--- src/epa_pkg.sv ---
package epa_pkg;

  // Register indices; the byte address on the bus is four times the index
  localparam logic [7:0] IDX_P1_UP = 8'h30;
  localparam logic [7:0] IDX_P2_LO = 8'h31;
  localparam logic [7:0] IDX_P2_UP = 8'h32;
  localparam logic [7:0] IDX_P3_LO = 8'h33;
  localparam logic [7:0] IDX_P3_UP = 8'h34;

  localparam int NUM_REGS = 5;
  // Storage slot of each register
  localparam int SLOT_P1_UP = 0;
  localparam int SLOT_P2_LO = 1;
  localparam int SLOT_P2_UP = 2;
  localparam int SLOT_P3_LO = 3;
  localparam int SLOT_P3_UP = 4;

  localparam logic [7:0] REG_IDX [NUM_REGS] =
    '{IDX_P1_UP, IDX_P2_LO, IDX_P2_UP, IDX_P3_LO, IDX_P3_UP};

  // Writable bits; bits 7:6 of upper registers are reserved, read zero
  localparam logic [7:0] MASK_LO = 8'hff;
  localparam logic [7:0] MASK_UP = 8'h3f;
  localparam logic [7:0] REG_MASK [NUM_REGS] =
    '{MASK_UP, MASK_LO, MASK_UP, MASK_LO, MASK_UP};

  // Upper register fields
  localparam int UP_LDO9_POS  = 0;
  localparam int UP_LDO10_POS = 1;
  localparam int UP_DCDC_LSB  = 2;
  localparam int UP_RESERVED_LSB = 6;

  // Value held from reset assertion until the factory values are loaded
  localparam logic [7:0] PRE_LOAD_VAL = 8'h00;

  typedef struct packed {
    logic [3:0] dcdc;
    logic [9:0] ldo;
  } epa_rail_s;

  typedef struct packed {
    logic [7:0] p1_up;
    logic [7:0] p2_lo;
    logic [7:0] p2_up;
    logic [7:0] p3_lo;
    logic [7:0] p3_up;
  } epa_otp_s;

  typedef enum logic {EPA_LOAD, EPA_RUN} epa_state_e;

endpackage

--- src/epa_regs.sv ---
// Our own choice: the APB interface to the registers.
`timescale 1ns/10ps
`default_nettype none
module epa_regs #(
  parameter int ADDR_W = 8
) (
  input  wire logic              CLK,
  input  wire logic              RST_B,
  input  wire logic              PSEL,
  input  wire logic              PENABLE,
  input  wire logic              PWRITE,
  input  wire logic [ADDR_W-1:0] PADDR,
  input  wire logic [31:0]       PWDATA,
  output logic      [31:0]       PRDATA,
  output logic                   PREADY,
  output logic                   PSLVERR,
  input  wire epa_pkg::epa_otp_s OTP_VAL,
  input  wire logic              ENABLE_PIN_ONE,
  input  wire logic              ENABLE_PIN_TWO,
  input  wire logic              ENABLE_PIN_THREE,
  input  wire epa_pkg::epa_rail_s SW_EN,
  output epa_pkg::epa_rail_s     RAIL_EN,
  output epa_pkg::epa_rail_s     PIN_CTRL
);

  if (ADDR_W < 8)
  begin : g_bad_addr
    $error("ADDR_W must be at least 8");
  end

  logic [7:0]          asg_reg  [epa_pkg::NUM_REGS];
  logic [7:0]          asg_next [epa_pkg::NUM_REGS];
  logic [7:0]          otp_slot [epa_pkg::NUM_REGS];
  logic [epa_pkg::NUM_REGS-1:0] hit;
  epa_pkg::epa_state_e state_reg;
  epa_pkg::epa_state_e state_next;
  logic [2:0]          pin_meta_reg;
  logic [2:0]          pin_sync_reg;
  logic [31:0]         prdata_reg;
  logic [31:0]         prdata_next;
  epa_pkg::epa_rail_s  rail_reg;
  epa_pkg::epa_rail_s  rail_next;
  logic [13:0]         map_one;
  logic [13:0]         map_two;
  logic [13:0]         map_three;
  logic [13:0]         ctrl;
  logic [13:0]         drive;
  wire logic           wr_acc;
  wire logic           rd_setup;
  wire logic           any_hit;
  wire logic [7:0]     rd_byte;
  wire logic [39:0]    asg_flat;

  assign otp_slot[epa_pkg::SLOT_P1_UP] = OTP_VAL.p1_up;
  assign otp_slot[epa_pkg::SLOT_P2_LO] = OTP_VAL.p2_lo;
  assign otp_slot[epa_pkg::SLOT_P2_UP] = OTP_VAL.p2_up;
  assign otp_slot[epa_pkg::SLOT_P3_LO] = OTP_VAL.p3_lo;
  assign otp_slot[epa_pkg::SLOT_P3_UP] = OTP_VAL.p3_up;

  assign wr_acc   = PSEL && PENABLE && PWRITE;
  assign rd_setup = PSEL && !PENABLE && !PWRITE;
  assign any_hit  = |hit;
  assign asg_flat = {asg_reg[0], asg_reg[1], asg_reg[2],
                     asg_reg[3], asg_reg[4]};

  // Register storage and decode, one entry per register
  for (genvar i = 0; i < epa_pkg::NUM_REGS; i++)
  begin : g_reg
    assign hit[i] = (PADDR[1:0] == 2'b00) &&
                    (PADDR[ADDR_W-1:2] ==
                     (ADDR_W-2)'(epa_pkg::REG_IDX[i]));
    // Factory load wins over a bus write in the load cycle
    assign asg_next[i] =
      (state_reg == epa_pkg::EPA_LOAD) ?
        (otp_slot[i] & epa_pkg::REG_MASK[i]) :
      (wr_acc && hit[i]) ?
        (PWDATA[7:0] & epa_pkg::REG_MASK[i]) :
        asg_reg[i];
    always_ff @(posedge CLK or negedge RST_B)
    begin
      if (!RST_B)
        asg_reg[i] <= epa_pkg::PRE_LOAD_VAL;
      else
        asg_reg[i] <= asg_next[i];
    end
  end

  assign state_next = epa_pkg::EPA_RUN;

  // Caught after release, since an async reset may load only constants
  always_ff @(posedge CLK or negedge RST_B)
  begin
    if (!RST_B)
      state_reg <= epa_pkg::EPA_LOAD;
    else
    begin
      case (state_reg)
        epa_pkg::EPA_LOAD: state_reg <= state_next;
        epa_pkg::EPA_RUN:  state_reg <= epa_pkg::EPA_RUN;
        default:           state_reg <= epa_pkg::EPA_LOAD;
      endcase
    end
  end

  assign rd_byte =
    ({8{hit[0]}} & asg_reg[0]) | ({8{hit[1]}} & asg_reg[1]) |
    ({8{hit[2]}} & asg_reg[2]) | ({8{hit[3]}} & asg_reg[3]) |
    ({8{hit[4]}} & asg_reg[4]);

  // Read data is captured in the setup phase so it is a flop output
  assign prdata_next = rd_setup ? {24'h000000, rd_byte} : prdata_reg;

  always_ff @(posedge CLK or negedge RST_B)
  begin
    if (!RST_B)
      prdata_reg <= 32'h00000000;
    else
      prdata_reg <= prdata_next;
  end

  assign PRDATA  = prdata_reg;
  assign PREADY  = 1'b1;
  assign PSLVERR = PSEL && PENABLE && !any_hit;

  // Enable pins are asynchronous to CLK
  always_ff @(posedge CLK or negedge RST_B)
  begin
    if (!RST_B)
    begin
      pin_meta_reg <= 3'h0;
      pin_sync_reg <= 3'h0;
    end
    else
    begin
      pin_meta_reg <= {ENABLE_PIN_THREE, ENABLE_PIN_TWO, ENABLE_PIN_ONE};
      pin_sync_reg <= pin_meta_reg;
    end
  end

  // Order {dcdc4..1, ldo10..1}; pin one has only its upper register here
  assign map_one   = {asg_reg[epa_pkg::SLOT_P1_UP][5:0], 8'h00};
  assign map_two   = {asg_reg[epa_pkg::SLOT_P2_UP][5:0],
                      asg_reg[epa_pkg::SLOT_P2_LO]};
  assign map_three = {asg_reg[epa_pkg::SLOT_P3_UP][5:0],
                      asg_reg[epa_pkg::SLOT_P3_LO]};

  // Several pins on one output combine as a logical OR
  assign ctrl  = map_one | map_two | map_three;
  assign drive = (map_one & {14{pin_sync_reg[0]}}) |
                 (map_two & {14{pin_sync_reg[1]}}) |
                 (map_three & {14{pin_sync_reg[2]}});
  assign rail_next = (ctrl & drive) | (~ctrl & SW_EN);

  always_ff @(posedge CLK or negedge RST_B)
  begin
    if (!RST_B)
      rail_reg <= '0;
    else
      rail_reg <= rail_next;
  end

  assign RAIL_EN  = rail_reg;
  assign PIN_CTRL = ctrl;
endmodule
`default_nettype wire

--- config.mk ---
export PLATFORM = sky130hd
export DESIGN_NAME = epa_regs
export DESIGN_NICKNAME = d
export VERILOG_FILES = /design/src/epa_pkg.sv /design/src/epa_regs.sv
export SDC_FILE = /design/constraint.sdc
export NUM_CORES = 1
export LEC_CHECK = 0
export BUFFER_PORTS_ARGS = -buffer_cell sky130_fd_sc_hd__buf_2
export CORE_MARGIN = 5
export CORE_UTILIZATION = 51
export CTS_CLUSTER_DIAMETER = 50
export DETAILED_ROUTE_END_ITERATION = 7
export PLACE_DENSITY = 0.91
export RECOVER_POWER = 50
export SYNTH_ARGS = -nofsm -noshare
export SYNTH_HDL_FRONTEND = slang
export SYNTH_SLANG_ARGS = --single-unit
--- constraint.sdc ---
create_clock -name CLK -period 3.9 [get_ports CLK]
set_clock_uncertainty 0.2 [all_clocks]
set_input_delay 0.195 -clock CLK [delete_from_list [all_inputs] [get_ports CLK]]
set_output_delay 0.195 -clock CLK [all_outputs]
set_load 0.02 [all_outputs]
==> results of run 1 <==
[what timing repair did]
action	in CTS	in global routing
hold buffers	66	0
setup buffers	0	0
hold endpoints to repair	91	0
[routing by layer]
metal	wire length (um)	track usage	up-vias
met5	0	0	-
li1	-	-	1761
met4	651	0.168	0
met3	1820	0.0797	67
met2	6230	0.483	399
met1	4590	0.369	1871
[path summary, 6_finish.rpt]
path | slack [ns] | startpoint | endpoint
min in group asynchronous | 0.31 | RST_B | asg_flat[33]
max in group asynchronous | 2.35 | RST_B | PRDATA[4]
worst max-delay path | 1.22 | PADDR[3] | asg_flat[15]
worst min register to register | 0.15 | pin_meta_reg[0] | pin_sync_reg[0]
worst max register to register | 1.56 | state_reg | asg_flat[27]
worst min-delay path | 0.02 | PWDATA[4] | asg_flat[28]
[logic make-up (layout without fill, tap and decap cells)]
group | count (synthesis) | count (layout) | synth area share
AO/OA/AOI/OAI | 111 | 111 | 0.214
buffers and inverters | 71 | 205 | 0.103
other | 2 | 26 | 0.00205
AND/OR/NAND/NOR | 137 | 137 | 0.210
multiplexers | 14 | 14 | 0.0410
flip-flops | 63 | 63 | 0.431
[per-stage QoR]
step / setup WS, ns / power (W) / cells / hold WS (ns)
floorplan: 2.41 / 0.000964 / 422 / -0.301
global placement: 2.06 / 0.00106 / 570 / 0.104
detailed placement: 1.98 / 0.00107 / 570 / 0.107
CTS: 1.66 / 0.00172 / 652 / 0.00798
global route: 1.09 / 0.00181 / 652 / 0.0256
finish: 1.22 / 0.00176 / 652 / 0.0216
[placed cells by master (no fill, tap or decap), types with 11 or more instances in the layout]
cell / count
clkbuf_1: 24
or4_1: 14
a31oi_1: 35
buf_2: 85
a22oi_1: 14
conb_1: 26
nand2_1: 22
nor2_1: 40
inv_1: 11
dfrtp_1: 62
nand4_1: 22
dlygate4sd3_1: 66
o31ai_1: 34
clkbuf_8: 12
[report_power, final]
group | switching, W | internal [W] | leakage, nW | total, W
Sequential | 0.0000658 | 0.000707 | 0.727 | 0.000773
Clock | 0.000267 | 0.000346 | 0.109 | 0.000613
Combinational | 0.000211 | 0.000158 | 1.23 | 0.000369
[cell type report]
type / instances / area, sq um
tap: 96 / 120
timing repair buffer: 178 / 1200
fill: 479 / 1950
sequential: 63 / 1580
inverter: 11 / 41.3
multi-input combinational: 288 / 1800
clock inverter: 3 / 40.0
clock buffer: 13 / 169
[critical path, stage by stage]
cell           delay (ns)
clkbuf_1             0.88
nand3b_1             0.50
o31ai_1              0.35
a31oi_1              0.13
dlygate4sd3_1        0.65
==> flow_summary.yaml, run 1 <==
routing:
  drtIter0Drc: 806
  ant_nets: 0
  vias: 4098
  drcViolationCount: 3
  wl_per_cell_um: 20.4
  dr.pass1.iters: 8
  viasPerCell: 6.29
  routed_wl_um: 13300
synth:
  synth_cell_types: 38
  synth_top_area_cell: "dfrtp_1"
  synth_top_area_frac: 0.431
  post_synth_instance_area_sq_um: 3660
  synth_ff_type: "dfrtp_1"
  yosysWarnings: 0
  synthTopCellsByArea: "dfrtp_1 (43%), o31ai_1 (7.0%), a31oi_1 (6.0%)"
  syn-instance-count: 398
  synth_edf_count: 0
  ys_seq_area_frac: 0.431
  async_flop_share: 1.00
  netlist_top_cells_count: "dfrtp_1 (63), nor2_1 (39), a31oi_1 (35), o31ai_1 (34), buf_4 (25)"
  syn_area_per_cell_sq_um: 9.20
  synthMostInstantiatedCell: "dfrtp_1"
  ys_ff_latch: 63
cts:
  htreeDepth: 3
  clock_path_buffers: 2
  cts-root-buf: "clkbuf_8"
  clock_sinks: 63
  clk_latency_ns: 0.36
  cts_resized: 0
  path_clk_slew_ns: 0.08
  cts_tree: "yes"
  cts_buffers: 9
finish:
  areaGrowthSynthToFinish_pct: 35.3
  largest_register_ffs: 34
  nets: 653
  postLayoutCellArea_sq_um: 4950
  diodes: 0
  drive_gt1_frac: 0.210
  final_core_util: 0.717
hold_path:
  whs_path_depth: 3
  worstHoldPathType: "input pin to flop"
die:
  die_area_sq_um: 8970
  die_x_um: 94.7
  core-area_sq_um: 6910
  start_util: 0.530
  ios: 164
  rows: 30
  die_y_um: 94.7
setup_path:
  crit_fanout: 26
  required_ns: 3.94
  startpoint_type: "input pin"
  ff2ff_path_depth: 3
  crit_type: "input pin to flop"
  end_kind: "flop"
  critical_path_arrival_ns: 2.72
job:
  cap_violations: 0
global_route:
  grt_pass1_vias: 4053
  antenna_found_initial: 0
  grt_max_degree: 69
  grt_overflow_total: 0
  grt_pass1_wl_um: 20600
  grt_usage: 0.302
placed_design:
  place.gp.congestion: 0.887
  dpl_cell_area_sq_um: 4120
  hpwl_um: 7750
  portBuffers: 108
timing:
  setup-tns-final_ns: 0
  fin_crit_ns: 2.68
  fin_crit_sh: 0.686
  slew_violations: 0
  grt_setup_unrepaired: "no"
  tightest_slew_ns: 1.23
  fmaxAchievable_ghz: 0.374
  relSlewSlack: 0.177
  setup_viol: 0
  hold_viol: 0
power:
  ir_drop_uv: 196
  powerDensity_nw_per_um2: 354
  leakagePower_nw: 2.07
status:
  outcome: "complete, but fails checks"
  violations: "design-rule violations"
No activity file was read; power rests on OpenSTA's default activity.
==> run 2, diff against run 1 <==
Settings changed: CORE_UTILIZATION 51 to 43, PLACE_DENSITY 0.91 to 0.82.
Clock period 3.9 ns to 2.2 ns, I/O delays scaled along.
==> flow_summary.yaml, run 2 (synthesis results as in run 1) <==
status:
  outcome: "complete, but fails checks"
  violations: "design-rule violations"
routing:
  dr.pass1.iters: 8
  drcViolationCount: 7
  routed_wl_um: 12700
  drtIter0Drc: 586
  ant_nets: 0
  vias: 3980
  viasPerCell: 5.88
  wl_per_cell_um: 18.8
cts:
  cts-root-buf: "clkbuf_8"
  cts_resized: 0
  cts_tree: "yes"
  clock_sinks: 63
  path_clk_slew_ns: 0.07
  cts_buffers: 9
  clock_path_buffers: 2
  htreeDepth: 3
  cts_setup_buffers: 0
  clk_latency_ns: 0.35
setup_path:
  cp_cell_sequence: "buf_2 -> or3b_1 -> o31ai_1 -> a31oi_1 -> dlygate4sd3_1"
  max_stage_delay_ns: 0.60
  slowest_stage: "dlygate4sd3_1"
  startpoint: "PADDR[4]"
  ff2ff_path_depth: 4
  startpoint_type: "input pin"
  critical_path_arrival_ns: 2.16
  crit_type: "input pin to flop"
  r2r_slack_ns: 0.31
  timing.rr.end: "asg_flat[5]"
  crit_fanout: 29
  required_ns: 2.22
  r2r_start: "state_reg"
  cp-endpoint: "asg_flat[5]"
  end_kind: "flop"
finish:
  final_core_util: 0.625
  mostFrequentLayoutCells: "buf_2 (84), dlygate4sd3_1 (80), dfrtp_1 (62)"
  largest_register_ffs: 34
  fillCellCount: 680
  areaGrowthSynthToFinish_pct: 41.0
  seqCellArea_sq_um: 1580
  diodes: 0
  final_cells: 677
  multiInputGateArea_sq_um: 1810
  final_common_cell: "buf_2"
  drive_gt1_frac: 0.206
  nets: 669
power:
  leakagePower_nw: 2.14
  powerDensity_nw_per_um2: 622
  ir_drop_uv: 302
global_route:
  grt_usage: 0.242
  grt_pass1_vias: 3901
  grt_overflow_total: 0
  antenna_found_initial: 0
  grt_pass1_wl_um: 19500
  grt_max_degree: 61
timing:
  setup-tns-final_ns: 0
  relSlewSlack: 0.164
  fmaxAchievable_ghz: 0.466
  fin_crit_sh: 0.976
  tightest_slew_ns: 1.25
  slew_violations: 0
  hold_viol: 0
  setup_viol: 0
  fin_crit_ns: 2.15
  grt_setup_unrepaired: "no"
die:
  ios: 164
  start_util: 0.443
  core-area_sq_um: 8260
  die_x_um: 102
  die_area_sq_um: 10500
  die_y_um: 102
  rows: 33
placed_design:
  dpl.cell_count: 581
  portBuffers: 108
  hpwl_um: 7950
  place.gp.congestion: 0.867
hold_path:
  whs_path_depth: 4
  worstHoldPathType: "input pin to flop"
job:
  cap_violations: 0
run 2: worst min-delay path by stage:
stage | startpoint | to | slack (ns)
after floorplan | RST_B | PRDATA[0] | -0.39
after detailed placement | RST_B | asg_flat[16] | -0.09
after global placement | RST_B | asg_flat[16] | -0.1
final | PWDATA[5] | asg_flat[37] | 0.04
after CTS | PWDATA[5] | asg_flat[37] | 0.02
after global routing | PWDATA[0] | asg_flat[32] | 0.06
run 2: routing by layer:
layer,global-route usage,wire [um],part of all wire,vias to the layer above
met3,0.0416,1320,0.10,59
li1,-,-,-,1796
met4,0.151,702,0.055,0
met5,0,0,0,-
met2,0.373,5800,0.46,284
met1,0.316,4870,0.38,1841
run 2: layout make-up:
| cell class | instances | share of cell area |
|---|---|---|
| clock buffer | 13 | 0.0308 |
| tap | 105 | 0.0255 |
| sequential | 63 | 0.306 |
| timing repair buffer | 194 | 0.268 |
| clock inverter | 3 | 0.0126 |
| inverter | 11 | 0.00800 |
| multi-input combinational | 288 | 0.350 |
run 2: report_power, final:
part / switching, W / leakage (nW) / internal [W]
clock: 0.000459 / 0.114 / 0.000700
sequential: 0.0000937 / 0.727 / 0.00125
combinational: 0.000388 / 1.30 / 0.000315
run 2: timing repair:
action	in CTS	in global routing
setup endpoints to repair	0	0
endpoints found under the hold margin	114	0
hold buffers	80	0
run 2: worst max-delay path, delay by kind of cell:
kind            cells  cell delay, ns
compound gates      2            0.45
simple gates        1            0.53
buf+inv             2            1.07
run 2: through the flow:
step | worst slack (ns) | hold WS, ns | total power (W) | instance area, sq um
2_1_floorplan | 0.745 | -0.386 | 0.00171 | 3750
3_3_place_gp | 0.477 | -0.0990 | 0.00189 | 4170
3_5_place_dp | 0.436 | -0.0947 | 0.00191 | 4170
4_1_cts | 0.261 | 0.0245 | 0.00318 | 5190
5_1_grt | 0.00891 | 0.0579 | 0.00332 | 5160
6_report | 0.0537 | 0.0398 | 0.00321 | 5160
==> run 3, diff against run 2 <==
Settings changed: CORE_UTILIZATION 43 to 40, PLACE_DENSITY 0.82 to 0.77.
==> flow_summary.yaml, run 3 (synthesis results as in run 1) <==
status:
  outcome: "complete, but fails checks"
  violations: "negative hold slack"
timing:
  fin_crit_sh: 0.945
  holdWs_ns: -0.00533
  relSlewSlack: 0.411
  fin_crit_ns: 2.08
  setup-tns-final_ns: 0
  hold_viol: 1
  slew_violations: 0
  tightest_slew_ns: 0.884
  setup_viol: 0
  grt_setup_unrepaired: "no"
  fmaxAchievable_ghz: 0.481
global_route:
  grt_max_degree: 49
  grt_usage: 0.230
  grt_overflow_total: 0
  antenna_found_initial: 1
  grt_pass1_vias: 4005
  grt_pass1_wl_um: 20300
power:
  switching_share: 0.312
  p_int_w: 0.00205
  power_frac_seq: 0.454
  ir_drop_uv: 213
  powerDensity_nw_per_um2: 584
  power_frac_comb: 0.232
  clkPwrFrac: 0.314
  p_sw_w: 0.000928
  leakagePower_nw: 2.12
  total_power_w: 0.00298
routing:
  dr.pass1.iters: 8
  routed_wl_um: 13000
  wl_per_cell_um: 19.1
  vias: 4016
  ant_nets: 0
  viasPerCell: 5.91
  drcViolationCount: 0
  drtIter0Drc: 481
hold_path:
  worstHoldPathType: "input pin to flop"
  whs_path_depth: 4
  min_to: "asg_flat[12]"
  hold_start: "PWDATA[4]"
die:
  rows: 35
  die_area_sq_um: 11200
  die_y_um: 106
  core-area_sq_um: 9060
  start_util: 0.404
  ios: 164
  die_x_um: 106
cts:
  clock_path_buffers: 2
  cts_tree: "yes"
  path_clk_slew_ns: 0.07
  cts_setup_buffers: 0
  cts_buffers: 9
  clock_sinks: 63
  htreeDepth: 3
  cts-root-buf: "clkbuf_8"
  clk_latency_ns: 0.35
finish:
  nets: 668
  largest_register_ffs: 34
  final_core_util: 0.562
  mostFrequentLayoutCells: "buf_2 (87), dlygate4sd3_1 (77), dfrtp_1 (62)"
  diodes: 0
  final_common_cell: "buf_2"
  areaGrowthSynthToFinish_pct: 39.1
  drive_gt1_frac: 0.213
setup_path:
  required_ns: 2.28
  ff2ff_path_depth: 4
  slowest_stage: "dfrtp_4"
  crit_fanout: 30
  cp_cell_sequence: "buf_4 -> nor2_1 -> a31oi_1 -> dlygate4sd3_1"
  r2r_slack_ns: 0.12
  r2r_start: "state_reg"
  crit_type: "flop to flop"
  path_buf_inv: 2
  startpoint_type: "flop"
  end_kind: "flop"
  timing.rr.end: "asg_flat[26]"
  critical_path_arrival_ns: 2.16
  path_delay_family: "buffers and inverters"
  max_stage_delay_ns: 0.60
placed_design:
  hpwl_um: 8360
  place.gp.congestion: 0.881
  portBuffers: 108
job:
  cap_violations: 0
[run 3: through the flow]
step / instances / hold WS, ns / area, sq um / worst slack [ns]
floorplan: 422 / -0.386 / 3750 / 0.745
global placement: 589 / -0.0650 / 4190 / 0.480
detailed placement: 589 / -0.0581 / 4190 / 0.452
CTS: 680 / 0.00145 / 5130 / 0.122
global route: 680 / 0.0225 / 5090 / 0.0674
finish: 680 / -0.00533 / 5090 / 0.121
[run 3: how the worst max path moves through the flow]
stage	from	endpoint	slack (ns)	cells after the start
after floorplan	state_reg	asg_flat[0]	0.75	4
after global placement	PADDR[5]	asg_flat[15]	0.48	5
after detailed placement	PADDR[5]	asg_flat[15]	0.45	5
after CTS	state_reg	asg_flat[11]	0.12	4
after global routing	state_reg	asg_flat[15]	0.07	4
final	state_reg	asg_flat[26]	0.12	4
[run 3: what timing repair did]
item,4_1_cts,5_1_grt
hold buffers,77,0
resized for setup,0,1
setup endpoints to repair,0,1
endpoints found under the hold margin,75,0
[run 3: per-layer routing]
metal / vias to the layer above / routed length, um / GRT usage
met3: 55 / 1350 / 0.0680
met4: 2 / 549 / 0.118
li1: 1786 / - / -
met1: 1901 / 5000 / 0.273
met5: - / 13 / 0
met2: 272 / 6090 / 0.375
[run 3: power groups by stage]
stage	clock network (W)	registers (W)	logic, W
2_1_floorplan	0	0.00137	0.000338
3_3_place_gp	0	0.00136	0.000540
3_5_place_dp	0	0.00136	0.000554
4_1_cts	0.000926	0.00134	0.000685
5_1_grt	0.000983	0.00136	0.000747
6_report	0.000936	0.00135	0.000690
[run 3: worst reg2reg max path, cell delays in order (launching register included)]
cell,delay (ns)
dfrtp_4,0.60
buf_4,0.37
nor2_1,0.12
a31oi_1,0.16
dlygate4sd3_1,0.57
[run 3: layout make-up]
cell class              instances  area [sq um]
well taps                     111           139
fillers                       793          3970
repair buffers                193          1350
multi-input cells             288          1810
inverters                      11          41.3
clock inverters                 1          5.00
clock buffers                  13           169
flip-flops and latches         63          1580
